[config.mk]
export PLATFORM = sky130hd
export DESIGN_NAME = i2cm_master
export DESIGN_NICKNAME = d
export VERILOG_FILES = /design/src/i2cm_pkg.sv /design/src/i2cm_master.sv
export VERILOG_INCLUDE_DIRS = /design/src
export SDC_FILE = /design/constraint.sdc
export NUM_CORES = 1
export LEC_CHECK = 0
export ABC_AREA = 1
export BUFFER_PORTS_ARGS = -buffer_cell sky130_fd_sc_hd__buf_2
export CAP_MARGIN = 5
export CELL_PAD_IN_SITES_DETAIL_PLACEMENT = 1
export CELL_PAD_IN_SITES_GLOBAL_PLACEMENT = 1
export CORE_ASPECT_RATIO = 1.1
export CORE_MARGIN = 2
export CORE_UTILIZATION = 41
export DETAILED_ROUTE_END_ITERATION = 6
export GPL_TIMING_DRIVEN = 1
export PLACE_DENSITY = 0.84
export SYNTH_ARGS = -nofsm -noshare
export SYNTH_HDL_FRONTEND = slang
export SYNTH_SLANG_ARGS = --single-unit
[constraint.sdc]
create_clock -name pclk -period 2.2 [get_ports pclk]
set_clock_uncertainty 0.05 [all_clocks]
set_input_delay 0.44 -clock pclk [delete_from_list [all_inputs] [get_ports pclk]]
set_output_delay 0.44 -clock pclk [all_outputs]
set_load 0.01 [all_outputs]
[src/i2cm_cfg.svh]
`ifndef I2CM_CFG_SVH
`define I2CM_CFG_SVH

// Register byte offsets on the APB.
`define I2CM_OFS_CTRL1   12'h000
`define I2CM_OFS_CTRL2   12'h004
`define I2CM_OFS_STATUS  12'h008
`define I2CM_OFS_BUF     12'h00c
`define I2CM_OFS_RATE    12'h010
`define I2CM_OFS_FLAGS   12'h014

// Control register one fields.
`define I2CM_C1_EN       5
`define I2CM_C1_MODE_LO  0
`define I2CM_MODE_MASTER 4'h8

// Control register two fields.
`define I2CM_C2_SEN      0
`define I2CM_C2_RSEN     1
`define I2CM_C2_PEN      2
`define I2CM_C2_RCEN     3
`define I2CM_C2_ACKEN    4
`define I2CM_C2_ACKDT    5
`define I2CM_C2_ACK_RESULT_BIT  6
`define I2CM_C2_LOW_MASK 32'h0000001f

// Status register fields.
`define I2CM_ST_BF       0
`define I2CM_ST_STOP     4
`define I2CM_ST_START    3

// Event flag register fields, cleared by writing one.
`define I2CM_FL_EVENT    0
`define I2CM_FL_BCOL     1
`define I2CM_FL_WRITE_COLLISION_FLAG     2

`define I2CM_RATE_W      7
`define I2CM_RATE_RST    7'h01
`define I2CM_BITS        4'h8

`endif

[src/i2cm_pkg.sv]
package i2cm_pkg;

    typedef enum logic [3:0] {
        ST_IDLE, ST_START_WAIT, ST_START_HOLD, ST_RSTART_LOW, ST_RSTART_HIGH,
        ST_BIT_LOW, ST_BIT_HIGH, ST_STOP_LOW, ST_STOP_HIGH, ST_STOP_DONE,
        ST_ACK_LOW, ST_ACK_HIGH
    } i2cm_state_t;

    typedef struct packed {
        logic scl;
        logic sda;
    } i2cm_lines_t;

endpackage : i2cm_pkg

[src/i2cm_master.sv]
`timescale 1ns/10ps
`include "i2cm_cfg.svh"
// What this block does
// - Master mode needs master encoding and enable.
// - Start and stop flags clear on disable.
// - Buffer write while busy sets write collision.
// - Event flag on every condition and byte.
// - Transmit sends address then bytes, reads ack.
// - Receive clocks in bytes, sends ack.
// - Repeated start keeps the bus.
// - Ack result sampled after ninth clock.
// - Stop raises event flag when complete.
// - Reload from rate register, buffer write starts.
// - Counter counts to zero then halts.
// - Counter decrements twice per instruction cycle.
// - Operation end stops clock, SCL held.
// - One SCL period is two rollovers.
// - Counter halts while clock source sleeps.
// - High time waits for SCL seen high.
// - Start checks lines, drives SDA low.
// - Start second interval clears start enable.
// - Line low during start is bus collision.
// - Control two low bits locked during start.
// - Ack result is set on no acknowledge.
module i2cm_master #(
    parameter int RATE_W = `I2CM_RATE_W
) (
    input  wire logic        pclk,
    input  wire logic        presetn,
    input  wire logic        psel,
    input  wire logic        penable,
    input  wire logic        pwrite,
    input  wire logic [11:0] paddr,
    input  wire logic [31:0] pwdata,
    output logic      [31:0] prdata,
    output logic             pready,
    output logic             pslverr,
    input  wire logic        sleep,
    input  wire logic        scl_i,
    input  wire logic        sda_i,
    output logic             scl_o,
    output logic             scl_oe_n,
    output logic             sda_o,
    output logic             sda_oe_n
);

    i2cm_pkg::i2cm_lines_t  meta_q;
    i2cm_pkg::i2cm_lines_t  line_q;
    i2cm_pkg::i2cm_state_t  state_q;
    logic [3:0]             mode_q;
    logic                   en_q;
    logic [5:0]             c2_q;
    logic                   ack_result_bit_q;
    logic                   start_seen_q;
    logic                   stop_seen_q;
    logic                   bf_q;
    logic                   event_q;
    logic                   bcol_q;
    logic                   write_collision_flag_q;
    logic [RATE_W-1:0]      rate_q;
    logic [RATE_W-1:0]      cnt_q;
    logic                   run_q;
    logic [7:0]             buf_q;
    logic [7:0]             shift_q;
    logic [3:0]             bit_q;
    logic                   rx_q;
    logic                   scl_low_q;
    logic                   sda_low_q;
    logic [1:0]             phase_q;

    logic master;
    logic wr;
    logic rd;
    logic busy;
    logic tick;
    logic tmo;
    logic buf_wr;
    logic buf_ok;
    logic c2_wr;
    logic fl_wr;
    logic ev_set;
    logic bc_set;
    logic ss_set;
    logic sp_set;
    logic reload;

    assign master = en_q && (mode_q == `I2CM_MODE_MASTER);
    assign wr     = psel && penable && pwrite;
    assign rd     = psel && penable && !pwrite;
    assign busy   = state_q != i2cm_pkg::ST_IDLE;
    assign buf_wr = wr && paddr == `I2CM_OFS_BUF;
    assign buf_ok = buf_wr && master && !busy && !c2_q[`I2CM_C2_SEN];
    assign c2_wr  = wr && paddr == `I2CM_OFS_CTRL2;
    assign fl_wr  = wr && paddr == `I2CM_OFS_FLAGS;
    // Second and fourth phase of a four-clock cycle; none while asleep.
    assign tick   = phase_q[0] && !sleep;
    assign tmo    = run_q && tick && cnt_q == '0;

    always_ff @(posedge pclk or negedge presetn) begin
        if (!presetn) begin
            meta_q <= '{scl: 1'b1, sda: 1'b1};
            line_q <= '{scl: 1'b1, sda: 1'b1};
        end else begin
            meta_q <= '{scl: scl_i, sda: sda_i};
            line_q <= meta_q;
        end
    end

    always_ff @(posedge pclk or negedge presetn) begin
        if (!presetn) begin
            phase_q <= 2'h0;
        end else begin
            phase_q <= phase_q + 2'h1;
        end
    end

    // Rate counter: reload, count down to zero, then halt.
    always_ff @(posedge pclk or negedge presetn) begin
        if (!presetn) begin
            cnt_q <= '0;
            run_q <= 1'b0;
        end else if (!master) begin
            run_q <= 1'b0;
        end else if (reload) begin
            cnt_q <= rate_q;
            run_q <= 1'b1;
        end else if (tmo) begin
            run_q <= 1'b0;
        end else if (run_q && tick) begin
            cnt_q <= cnt_q - 1'b1;
        end
    end

    // Bit engine. Each half SCL period is one rollover.
    always_ff @(posedge pclk or negedge presetn) begin
        if (!presetn) begin
            state_q   <= i2cm_pkg::ST_IDLE;
            scl_low_q <= 1'b0;
            sda_low_q <= 1'b0;
            shift_q   <= 8'h00;
            bit_q     <= 4'h0;
            rx_q      <= 1'b0;
            ack_result_bit_q <= 1'b0;
        end else if (!master) begin
            state_q   <= i2cm_pkg::ST_IDLE;
            scl_low_q <= 1'b0;
            sda_low_q <= 1'b0;
        end else begin
            unique case (state_q)
                i2cm_pkg::ST_IDLE: begin
                    if (buf_ok) begin
                        shift_q   <= pwdata[7:0];
                        bit_q     <= 4'h0;
                        rx_q      <= 1'b0;
                        scl_low_q <= 1'b1;
                        sda_low_q <= !pwdata[7];
                        state_q   <= i2cm_pkg::ST_BIT_LOW;
                    end else if (c2_q[`I2CM_C2_SEN]) begin
                        if (!line_q.scl || !line_q.sda) begin
                            state_q <= i2cm_pkg::ST_IDLE;
                        end else begin
                            state_q <= i2cm_pkg::ST_START_WAIT;
                        end
                    end else if (c2_q[`I2CM_C2_RSEN]) begin
                        scl_low_q <= 1'b1;
                        state_q   <= i2cm_pkg::ST_RSTART_LOW;
                    end else if (c2_q[`I2CM_C2_RCEN]) begin
                        bit_q     <= 4'h0;
                        rx_q      <= 1'b1;
                        scl_low_q <= 1'b1;
                        sda_low_q <= 1'b0;
                        state_q   <= i2cm_pkg::ST_BIT_LOW;
                    end else if (c2_q[`I2CM_C2_ACKEN]) begin
                        scl_low_q <= 1'b1;
                        sda_low_q <= !c2_q[`I2CM_C2_ACKDT];
                        state_q   <= i2cm_pkg::ST_ACK_LOW;
                    end else if (c2_q[`I2CM_C2_PEN]) begin
                        scl_low_q <= 1'b1;
                        sda_low_q <= 1'b1;
                        state_q   <= i2cm_pkg::ST_STOP_LOW;
                    end
                end
                i2cm_pkg::ST_START_WAIT: begin
                    // A repeated start waits here for SCL to rise before
                    // counting, so low SCL is a collision only once running.
                    if (run_q && !line_q.scl) begin
                        state_q <= i2cm_pkg::ST_IDLE;
                    end else if (tmo) begin
                        sda_low_q <= 1'b1;
                        state_q   <= i2cm_pkg::ST_START_HOLD;
                    end
                end
                i2cm_pkg::ST_START_HOLD: begin
                    if (tmo) begin
                        state_q <= i2cm_pkg::ST_IDLE;
                    end
                end
                i2cm_pkg::ST_RSTART_LOW: begin
                    if (tmo) begin
                        sda_low_q <= 1'b0;
                        scl_low_q <= 1'b0;
                        state_q   <= i2cm_pkg::ST_START_WAIT;
                    end
                end
                i2cm_pkg::ST_BIT_LOW: begin
                    if (tmo) begin
                        scl_low_q <= 1'b0;
                        state_q   <= i2cm_pkg::ST_BIT_HIGH;
                    end
                end
                i2cm_pkg::ST_BIT_HIGH: begin
                    if (tmo) begin
                        scl_low_q <= 1'b1;
                        bit_q     <= bit_q + 4'h1;
                        if (bit_q == `I2CM_BITS) begin
                            if (!rx_q) begin
                                ack_result_bit_q <= line_q.sda;
                            end
                            sda_low_q <= 1'b0;
                            state_q   <= i2cm_pkg::ST_IDLE;
                        end else begin
                            shift_q <= {shift_q[6:0], line_q.sda};
                            sda_low_q <= !rx_q && bit_q < 4'h7
                                         && !shift_q[6];
                            if (rx_q && bit_q == 4'h7) begin
                                state_q <= i2cm_pkg::ST_IDLE;
                            end else begin
                                state_q <= i2cm_pkg::ST_BIT_LOW;
                            end
                        end
                    end
                end
                i2cm_pkg::ST_ACK_LOW: begin
                    if (tmo) begin
                        scl_low_q <= 1'b0;
                        state_q   <= i2cm_pkg::ST_ACK_HIGH;
                    end
                end
                i2cm_pkg::ST_ACK_HIGH: begin
                    if (tmo) begin
                        scl_low_q <= 1'b1;
                        state_q   <= i2cm_pkg::ST_IDLE;
                    end
                end
                i2cm_pkg::ST_STOP_LOW: begin
                    if (tmo) begin
                        scl_low_q <= 1'b0;
                        state_q   <= i2cm_pkg::ST_STOP_HIGH;
                    end
                end
                i2cm_pkg::ST_STOP_HIGH: begin
                    if (tmo) begin
                        sda_low_q <= 1'b0;
                        state_q   <= i2cm_pkg::ST_STOP_DONE;
                    end
                end
                i2cm_pkg::ST_STOP_DONE: begin
                    if (tmo) begin
                        state_q <= i2cm_pkg::ST_IDLE;
                    end
                end
                default: begin
                    state_q <= i2cm_pkg::ST_IDLE;
                end
            endcase
        end
    end

    // Reload when a phase begins, or when released SCL is seen high.
    always_comb begin
        reload = 1'b0;
        if (buf_ok) begin
            reload = 1'b1;
        end else if (state_q == i2cm_pkg::ST_IDLE && master) begin
            reload = (c2_q[`I2CM_C2_SEN] && line_q.scl && line_q.sda)
                     || c2_q[`I2CM_C2_RSEN] || c2_q[`I2CM_C2_RCEN]
                     || c2_q[`I2CM_C2_ACKEN] || c2_q[`I2CM_C2_PEN];
        end else if (tmo && state_q != i2cm_pkg::ST_START_HOLD
                     && state_q != i2cm_pkg::ST_STOP_DONE) begin
            reload = !(state_q == i2cm_pkg::ST_BIT_HIGH
                       && (bit_q == `I2CM_BITS || (rx_q && bit_q == 4'h7)))
                     && state_q != i2cm_pkg::ST_ACK_HIGH
                     && !scl_low_q;
        end else if (!scl_low_q && !run_q && line_q.scl
                     && state_q != i2cm_pkg::ST_START_HOLD
                     && state_q != i2cm_pkg::ST_STOP_DONE) begin
            reload = 1'b1;
        end
    end

    assign ss_set = state_q == i2cm_pkg::ST_START_WAIT && tmo && line_q.scl
                    && line_q.sda;
    assign sp_set = state_q == i2cm_pkg::ST_STOP_DONE && tmo;
    assign bc_set = master && ((state_q == i2cm_pkg::ST_IDLE && !buf_ok
                    && c2_q[`I2CM_C2_SEN] && (!line_q.scl || !line_q.sda))
                    || (state_q == i2cm_pkg::ST_START_WAIT && run_q
                        && !line_q.scl));
    assign ev_set = master && tmo && (state_q == i2cm_pkg::ST_START_HOLD
                    || state_q == i2cm_pkg::ST_STOP_DONE
                    || state_q == i2cm_pkg::ST_ACK_HIGH
                    || (state_q == i2cm_pkg::ST_BIT_HIGH
                        && (bit_q == `I2CM_BITS
                            || (rx_q && bit_q == 4'h7))));

    // Start and stop seen flags.
    always_ff @(posedge pclk or negedge presetn) begin
        if (!presetn) begin
            start_seen_q <= 1'b0;
            stop_seen_q  <= 1'b0;
        end else if (!en_q) begin
            start_seen_q <= 1'b0;
            stop_seen_q  <= 1'b0;
        end else if (ss_set) begin
            start_seen_q <= 1'b1;
            stop_seen_q  <= 1'b0;
        end else if (sp_set) begin
            start_seen_q <= 1'b0;
            stop_seen_q  <= 1'b1;
        end
    end

    // Sticky flags; a set in the clearing cycle wins.
    always_ff @(posedge pclk or negedge presetn) begin
        if (!presetn) begin
            event_q <= 1'b0;
            bcol_q  <= 1'b0;
            write_collision_flag_q  <= 1'b0;
        end else begin
            event_q <= ev_set || (event_q
                       && !(fl_wr && pwdata[`I2CM_FL_EVENT]));
            bcol_q  <= bc_set || (bcol_q
                       && !(fl_wr && pwdata[`I2CM_FL_BCOL]));
            write_collision_flag_q  <= (buf_wr && !buf_ok) || (write_collision_flag_q
                       && !(fl_wr && pwdata[`I2CM_FL_WRITE_COLLISION_FLAG]));
        end
    end

    // Software registers and buffer.
    always_ff @(posedge pclk or negedge presetn) begin
        if (!presetn) begin
            mode_q <= 4'h0;
            en_q   <= 1'b0;
            rate_q <= `I2CM_RATE_RST;
            c2_q   <= 6'h00;
            buf_q  <= 8'h00;
            bf_q   <= 1'b0;
        end else begin
            if (wr && paddr == `I2CM_OFS_CTRL1) begin
                mode_q <= pwdata[3:0];
                en_q   <= pwdata[`I2CM_C1_EN];
            end
            if (wr && paddr == `I2CM_OFS_RATE) begin
                rate_q <= pwdata[RATE_W-1:0];
            end
            if (!master) begin
                c2_q[4:0] <= 5'h00;
            end else if (c2_wr && !busy && !c2_q[`I2CM_C2_SEN]) begin
                c2_q <= pwdata[5:0];
            end else if (state_q != i2cm_pkg::ST_IDLE) begin
                c2_q[4:1] <= 4'h0;
                // Start enable stays visible until the start completes.
                if (bc_set || (tmo
                    && state_q == i2cm_pkg::ST_START_HOLD)) begin
                    c2_q[`I2CM_C2_SEN] <= 1'b0;
                end
            end else if (bc_set) begin
                c2_q[`I2CM_C2_SEN] <= 1'b0;
            end
            if (buf_ok) begin
                buf_q <= pwdata[7:0];
                bf_q  <= 1'b1;
            end else if (ev_set && rx_q
                         && state_q == i2cm_pkg::ST_BIT_HIGH) begin
                buf_q <= {shift_q[6:0], line_q.sda};
                bf_q  <= 1'b1;
            end else if ((rd && paddr == `I2CM_OFS_BUF)
                         || (ev_set && !rx_q)) begin
                bf_q <= 1'b0;
            end
        end
    end

    // APB read data and answer; addresses above the flag register answer with an error.
    always_ff @(posedge pclk or negedge presetn) begin
        if (!presetn) begin
            prdata  <= 32'h00000000;
            pready  <= 1'b0;
            pslverr <= 1'b0;
        end else begin
            pready  <= psel && !penable;
            pslverr <= psel && !penable && paddr > `I2CM_OFS_FLAGS;
            prdata  <= 32'h00000000;
            if (psel && !penable && !pwrite) begin
                unique case (paddr)
                    `I2CM_OFS_CTRL1:  prdata <= {26'h0, en_q, 1'b0, mode_q};
                    `I2CM_OFS_CTRL2:  prdata <= {25'h0, ack_result_bit_q, c2_q};
                    `I2CM_OFS_STATUS: prdata <= {27'h0, stop_seen_q,
                                                 start_seen_q, 2'h0, bf_q};
                    `I2CM_OFS_BUF:    prdata <= {24'h0, buf_q};
                    `I2CM_OFS_RATE:   prdata <= {25'h0, rate_q};
                    `I2CM_OFS_FLAGS:  prdata <= {29'h0, write_collision_flag_q, bcol_q,
                                                 event_q};
                    default:          prdata <= 32'h00000000;
                endcase
            end
        end
    end

    // Open-drain outputs: drive zero only, enable low while pulling.
    always_ff @(posedge pclk or negedge presetn) begin
        if (!presetn) begin
            scl_o    <= 1'b0;
            sda_o    <= 1'b0;
            scl_oe_n <= 1'b1;
            sda_oe_n <= 1'b1;
        end else begin
            scl_o    <= 1'b0;
            sda_o    <= 1'b0;
            scl_oe_n <= !(master && scl_low_q);
            sda_oe_n <= !(master && sda_low_q);
        end
    end

    chk_start_flag_cause: assert property (@(posedge pclk) disable iff (!presetn)
        $rose(start_seen_q) |-> $past(state_q) == i2cm_pkg::ST_START_WAIT)
        else $error("Start flag set outside start");
    chk_write_collision_flag_busy: assert property (@(posedge pclk) disable iff (!presetn)
        buf_wr && busy |=> write_collision_flag_q) else $error("Busy write lost");
    chk_disable_clear: assert property (@(posedge pclk) disable iff (!presetn)
        !en_q |=> !start_seen_q && !stop_seen_q)
        else $error("Flags kept while off");
    chk_count_halt: assert property (@(posedge pclk) disable iff (!presetn)
        !run_q && !reload |=> $stable(cnt_q))
        else $error("Counter moved while halted");
    chk_sleep_hold: assert property (@(posedge pclk) disable iff (!presetn)
        sleep && !reload |=> $stable(cnt_q))
        else $error("Counter moved in sleep");
    chk_tick_rate: assert property (@(posedge pclk) disable iff (!presetn)
        tick |=> !tick) else $error("Tick too fast");
    chk_bcol_start: assert property (@(posedge pclk) disable iff (!presetn)
        state_q == i2cm_pkg::ST_START_WAIT && run_q && !line_q.scl
        |=> bcol_q && state_q == i2cm_pkg::ST_IDLE)
        else $error("Collision not flagged");
    chk_drive_low: assert property (@(posedge pclk) disable iff (!presetn)
        !scl_o && !sda_o) else $error("Line driven high");

endmodule : i2cm_master

==> impl_metrics.env, run 1 <==
export IMPL_cts_buffers=9
export IMPL_cts_buffer_depth=2
export IMPL_crit_family="simple AND/OR/NAND/NOR gates"
export IMPL_ys_flop_type="dfrtp_1"
export IMPL_htree_levels=3
export IMPL_post_route_period_util_pct=93.9
export IMPL_cp_depth=10
export IMPL_grt_util_met1_pct=28.9
export IMPL_min_path_type="input pin to register"
export IMPL_async_flop_share_pct=100
export IMPL_cts_sink_count=76
export IMPL_drc=0
export IMPL_path_clk_slew_ns=0.06
export IMPL_row_count=40
export IMPL_initial_core_util_pct=42.5
export IMPL_grt_pass1_vias=4463
export IMPL_path_cells="nor2_4 > nand3_4 > nor2_4 > nand2_4 > nor2_8 > inv_2 > o21ai_4 > inv_4 > nand2_1 > o21ai_2"
export IMPL_die_height_microns=116
export IMPL_min_delay_start="sda_i"
export IMPL_synth_largest_area_cell="dfrtp_1"
export IMPL_layout_nets=727
export IMPL_fp_dieW_microns=106
export IMPL_grt_use_met3_pct=3.77
export IMPL_rsz0062_at_grt="false"
export IMPL_report_final_slew_viol_count=0
export IMPL_final_cell_mix="nand2_1 (184), dfrtp_1 (69), inv_1 (53)"
export IMPL_worstPathRequired_ns=2.39
export IMPL_end_kind="register"
export IMPL_yosysWarnings=0
export IMPL_slowest_delay_ns=0.45
export IMPL_tns_ns=0
export IMPL_portBuffers=39
export IMPL_hold_violations=0
export IMPL_viasPerCell=5.11
export IMPL_io_pins=90
export IMPL_place_gp_congestion=0.912
export IMPL_cp_common_cell="nor2_4"
export IMPL_antenna_found_initial=0
export IMPL_cts_root_buf="clkbuf_16"
export IMPL_cts_tree="done"
export IMPL_final_util_pct=49.0
export IMPL_reg2reg_slack_ns=0.13
export IMPL_start_kind="register"
export IMPL_postLayoutSetupSlackWorst_ns=0.134
export IMPL_synth_cell_types=44
export IMPL_synth_cells=612
export IMPL_antennaDiodeCount=0
export IMPL_reg2reg_from="state_q[3]"
export IMPL_maxSlewHeadroom_pct=63.7
export IMPL_antenna_left=0
export IMPL_drive_gt1_share_pct=20.7
export IMPL_worstRegToRegCells=10
export IMPL_worstPathArrival_ns=2.25
export IMPL_hold_slack_ns=0.133
export IMPL_grt_overflow=0
export IMPL_ys_seq_area_share_pct=40.9
export IMPL_grt_util_all_layers_pct=23.7
export IMPL_vias=4209
export IMPL_busiest_layer="met2"
export IMPL_ir_worst_vdd_v=0.000334
export IMPL_setup_viol=0
export IMPL_synth_area_top_cells="dfrtp_1 (37%), nand2_1 (15%), o21ai_0 (4.7%), nor2_1 (4.3%), nand3_1 (4.3%)"
export IMPL_tightestPinTransition_ns=0.544
export IMPL_grt_max_degree=33
export IMPL_finalPower_mw=3.22
export IMPL_netlist_area_sq_um=4670
export IMPL_hold_depth=1
export IMPL_synth_edf_count=0
export IMPL_p_leak_nw=2.70
export IMPL_crit_type="register to register"
export IMPL_post_place_ws_ns=0.0342
export IMPL_min_to="meta_q[0]"
export IMPL_wl_mm=13.6
export IMPL_grt_first_pass_wirelength_mm=22.5
export IMPL_final_common_cell="nand2_1"
export IMPL_fin_crit_ns=2.07
export IMPL_critical_path_buf_inv_count=2
export IMPL_wl_per_cell_microns=16.5
export IMPL_clock_latency_ns=0.35
export IMPL_area_growth_pct=15.5
export IMPL_dp_hpwl_mm=10.2
export IMPL_cp_slowest_cell="dfrtp_1"
export IMPL_drtPass1Iterations=4
export IMPL_timing_fmax_mhz=484
export IMPL_outcome="completed"
export IMPL_use_met2_pct=42.1
export IMPL_critPathMaxFanout=16
export IMPL_syn_avg_cell_area_sq_um=7.64
export IMPL_reg2reg_to="buf_q[5]"
export IMPL_synth_top_cell_area_share_pct=36.9
export IMPL_drv_cap=0
export IMPL_initialDrtViolationCount=175
export IMPL_dieArea_sq_um=12300
export IMPL_power_density_nw_per_um2=596
export IMPL_core_sq_um=11000
export IMPL_ys_ff_latch=76
sequential cells by signal (all words and copies together), names as in the netlist, 6 cells and up:
register  flops
prdata        8
buf_q         8
c2_q          6
rate_q        7
cnt_q         7
shift_q       7
synthesized netlist by cell type (3+ instances only):
cell type / n
buf_4: 26
xor2_1: 4
nand2_1: 184
a21oi_1: 21
nand2_8: 4
nor2_4: 4
nand3b_1: 3
buf_2: 3
nand2_4: 3
nor2_1: 54
ha_1: 4
o21ai_1: 15
inv_1: 53
nand3_1: 40
o21ai_2: 15
o21ai_0: 44
nand2_2: 10
nor3_1: 4
o22ai_1: 4
nor2_2: 4
nand3_4: 3
nand4_1: 4
inv_2: 4
dfstp_2: 7
dfrtp_1: 69
nand3_2: 3
metrics by stage:
stage                     area, sq um  instances
after floorplan                  4770        637
after global placement           5040        806
after detailed placement         5040        806
after CTS                        5380        823
after global routing             5400        823
final                            5400        823
per-layer routing:
layer  vias up  routed length [microns]
met5         -                        0
met4         0                      302
met3        19                      484
met2        84                     6910
met1      2061                     5870
li1       2045                        -
what timing repair did:
| action | 4_1_cts | 5_1_grt |
|---|---|---|
| endpoints found under the hold margin | 28 | 0 |
| buffers inserted | 0 | 0 |
| gates resized for setup | 0 | 5 |
| hold buffers | 1 | 0 |
| endpoints found under the setup margin | 0 | 23 |
where the power goes:
group	internal (mW)	switching, mW
sequential	1.41	0.00428
clock	1.03	0.628
combinational	0.0403	0.107
total	2.48	0.738
worst max-delay path by stage:
stage          startpoint  endpoint  slack (ns)
2_1_floorplan    paddr[9]  buf_q[6]        0.37
3_3_place_gp     paddr[1]  cnt_q[0]        0.11
3_5_place_dp     paddr[1]  buf_q[0]        0.03
4_1_cts          cnt_q[1]  cnt_q[6]        0.09
5_1_grt        state_q[3]  buf_q[1]        0.01
6_report       state_q[3]  buf_q[5]        0.13
kinds of logic (layout without fill, tap and decap cells):
logic type / after synthesis / count (layout) / synth area share, %
AOI/OAI and AO/OA: 108 / 108 / 13.6
xor gates and xnor gates: 5 / 5 / 0.937
adders and majority gates: 4 / 4 / 1.07
buffers and inverters: 94 / 133 / 10.7
and+or+nand+nor: 324 / 324 / 32.7
DFF: 76 / 76 / 40.9
other: 1 / 26 / 0.0802
cell type report:
cell class,instances,area [sq um]
Sequential cell,76,1910
Clock inverter,6,93.8
Fill cell,1410,5610
Inverter,59,229
Tap cell,147,184
Clock buffer,10,239
Multi-Input combinational cell,467,2380
Timing Repair Buffer,58,368
Note: power is estimated with default switching activity, not from simulation.
==> run 2, diff against run 1 <==
==> constraint.sdc (replaced) <==
create_clock -name pclk -period 2.2 [get_ports pclk]
set_clock_uncertainty 0.05 [all_clocks]
set_input_delay 0 -clock pclk [delete_from_list [all_inputs] [get_ports pclk]]
set_output_delay 0 -clock pclk [all_outputs]
set_load 0.01 [all_outputs]
==> impl_metrics.env, run 2 (synthesis results as in run 1) <==
export IMPL_drv_cap=0
export IMPL_stdcell_area_sq_um=5420
export IMPL_row_count=40
export IMPL_slowest_delay_ns=0.41
export IMPL_antenna_left=0
export IMPL_drtPass1Iterations=4
export IMPL_end_kind="register"
export IMPL_hold_violations=0
export IMPL_path_cells="inv_1 > nand2_1 > nor2_1 > nand3_2 > inv_2 > nand2_1 > nand3_4 > nand2_8 > nand2_8 > nand2_8 > nand2_2 > nand2_1"
export IMPL_drc=0
export IMPL_start_kind="register"
export IMPL_critPathMaxFanout=9
export IMPL_grt_pass1_vias=4542
export IMPL_maxSlewHeadroom_pct=35.0
export IMPL_initialDrtViolationCount=153
export IMPL_layout_nets=733
export IMPL_outcome="completed"
export IMPL_io_pins=90
export IMPL_final_util_pct=49.3
export IMPL_worstPathRequired_ns=2.39
export IMPL_post_route_period_util_pct=92.1
export IMPL_min_path_type="input pin to register"
export IMPL_fin_crit_ns=2.03
export IMPL_power_density_nw_per_um2=583
export IMPL_p_leak_nw=2.70
export IMPL_place_area_sq_um=4950
export IMPL_cts_root_buf="clkbuf_16"
export IMPL_vias=4294
export IMPL_grt_util_all_layers_pct=23.6
export IMPL_rsz0062_at_grt="false"
export IMPL_final_cell_mix="nand2_1 (184), dfrtp_1 (69), inv_1 (52), nor2_1 (52), o21ai_0 (44)"
export IMPL_dieArea_sq_um=12300
export IMPL_report_final_slew_viol_count=0
export IMPL_viasPerCell=5.18
export IMPL_die_height_microns=116
export IMPL_cts_buffer_depth=2
export IMPL_cts_buffers=9
export IMPL_timing_fmax_mhz=493
export IMPL_wl_per_cell_microns=16.6
export IMPL_path_clk_slew_ns=0.06
export IMPL_cts_sink_count=76
export IMPL_tightestPinTransition_ns=0.975
export IMPL_antenna_found_initial=0
export IMPL_hold_slack_ns=0.0184
export IMPL_critical_path_buf_inv_count=2
export IMPL_grt_max_degree=77
export IMPL_initial_core_util_pct=42.5
export IMPL_htree_levels=3
export IMPL_core_sq_um=11000
export IMPL_wl_mm=13.7
export IMPL_reg_top3="buf_q (8), prdata (8)"
export IMPL_antennaDiodeCount=0
export IMPL_grt_first_pass_wirelength_mm=22.5
export IMPL_crit_family="simple AND/OR/NAND/NOR gates"
export IMPL_cts_tree="done"
export IMPL_portBuffers=39
export IMPL_place_gp_congestion=0.880
export IMPL_grt_overflow=0
export IMPL_final_common_cell="nand2_1"
export IMPL_fp_dieW_microns=106
export IMPL_worstPathArrival_ns=2.21
export IMPL_dp_hpwl_mm=9.98
export IMPL_clock_latency_ns=0.35
export IMPL_area_growth_pct=16.0
export IMPL_cp_slowest_cell="dfrtp_1"
export IMPL_ir_worst_vdd_v=0.000351
export IMPL_tns_ns=0
export IMPL_setup_viol=0
export IMPL_drive_gt1_share_pct=19.1
export IMPL_crit_type="register to register"
[run 2: power breakdown]
| group | switching, mW | leakage, nW | internal (mW) |
|---|---|---|---|
| clock network | 0.600 | 0.151 | 0.995 |
| registers | 0.00423 | 1.00 | 1.41 |
| logic | 0.107 | 1.54 | 0.0505 |
[run 2: worst paths after layout]
| path | startpoint | end | slack, ns | depth (start not counted) |
|---|---|---|---|---|
| max | cnt_q[4] | cnt_q[6] | 0.17 | 12 |
| min | pwdata[1] | rate_q[1] | 0.02 | 3 |
| max reg2reg | cnt_q[4] | cnt_q[6] | 0.17 | 12 |
| min reg2reg | meta_q[1] | line_q[1] | 0.31 | 0 |
| max in group asynchronous | presetn | bit_q[1] | 1.16 | 2 |
| min in group asynchronous | presetn | rate_q[5] | 0.31 | 2 |
[run 2: area by class of cell]
| type | count | area, sq um |
|---|---|---|
| Clock buffer | 12 | 236 |
| Clock inverter | 4 | 73.8 |
| Fill cell | 1424 | 5590 |
| Multi-Input combinational cell | 467 | 2370 |
| Sequential cell | 76 | 1910 |
| Inverter | 59 | 229 |
| Timing Repair Buffer | 64 | 420 |
| Tap cell | 147 | 184 |
[run 2: through the flow]
stage	instances	setup WS, ns	power [mW]
2_1_floorplan	637	0.411	1.53
3_3_place_gp	798	0.191	1.57
3_5_place_dp	798	0.0358	1.57
4_1_cts	828	0.0170	3.19
5_1_grt	829	0.0314	3.26
6_report	829	0.173	3.16
[run 2: layer usage]
layer  GRT usage [%]  vias up  part of all wire (%)
li1                -     2051                     -
met1            28.5     2141                    43
met2            41.7       83                    51
met3            4.50       19                   3.4
met4            9.39        0                   2.1
met5               0        -                     0
[run 2: timing repair]
item,in CTS,in global routing
setup endpoints to repair,0,29
hold endpoints to repair,81,0
buffers inserted,0,1
resized for setup,0,4
hold buffers,14,0
[run 2: worst min-delay path, cell delays in order]
cell and delay [ns]:
buf_2 0.08, inv_1 0.12, o21ai_0 0.18
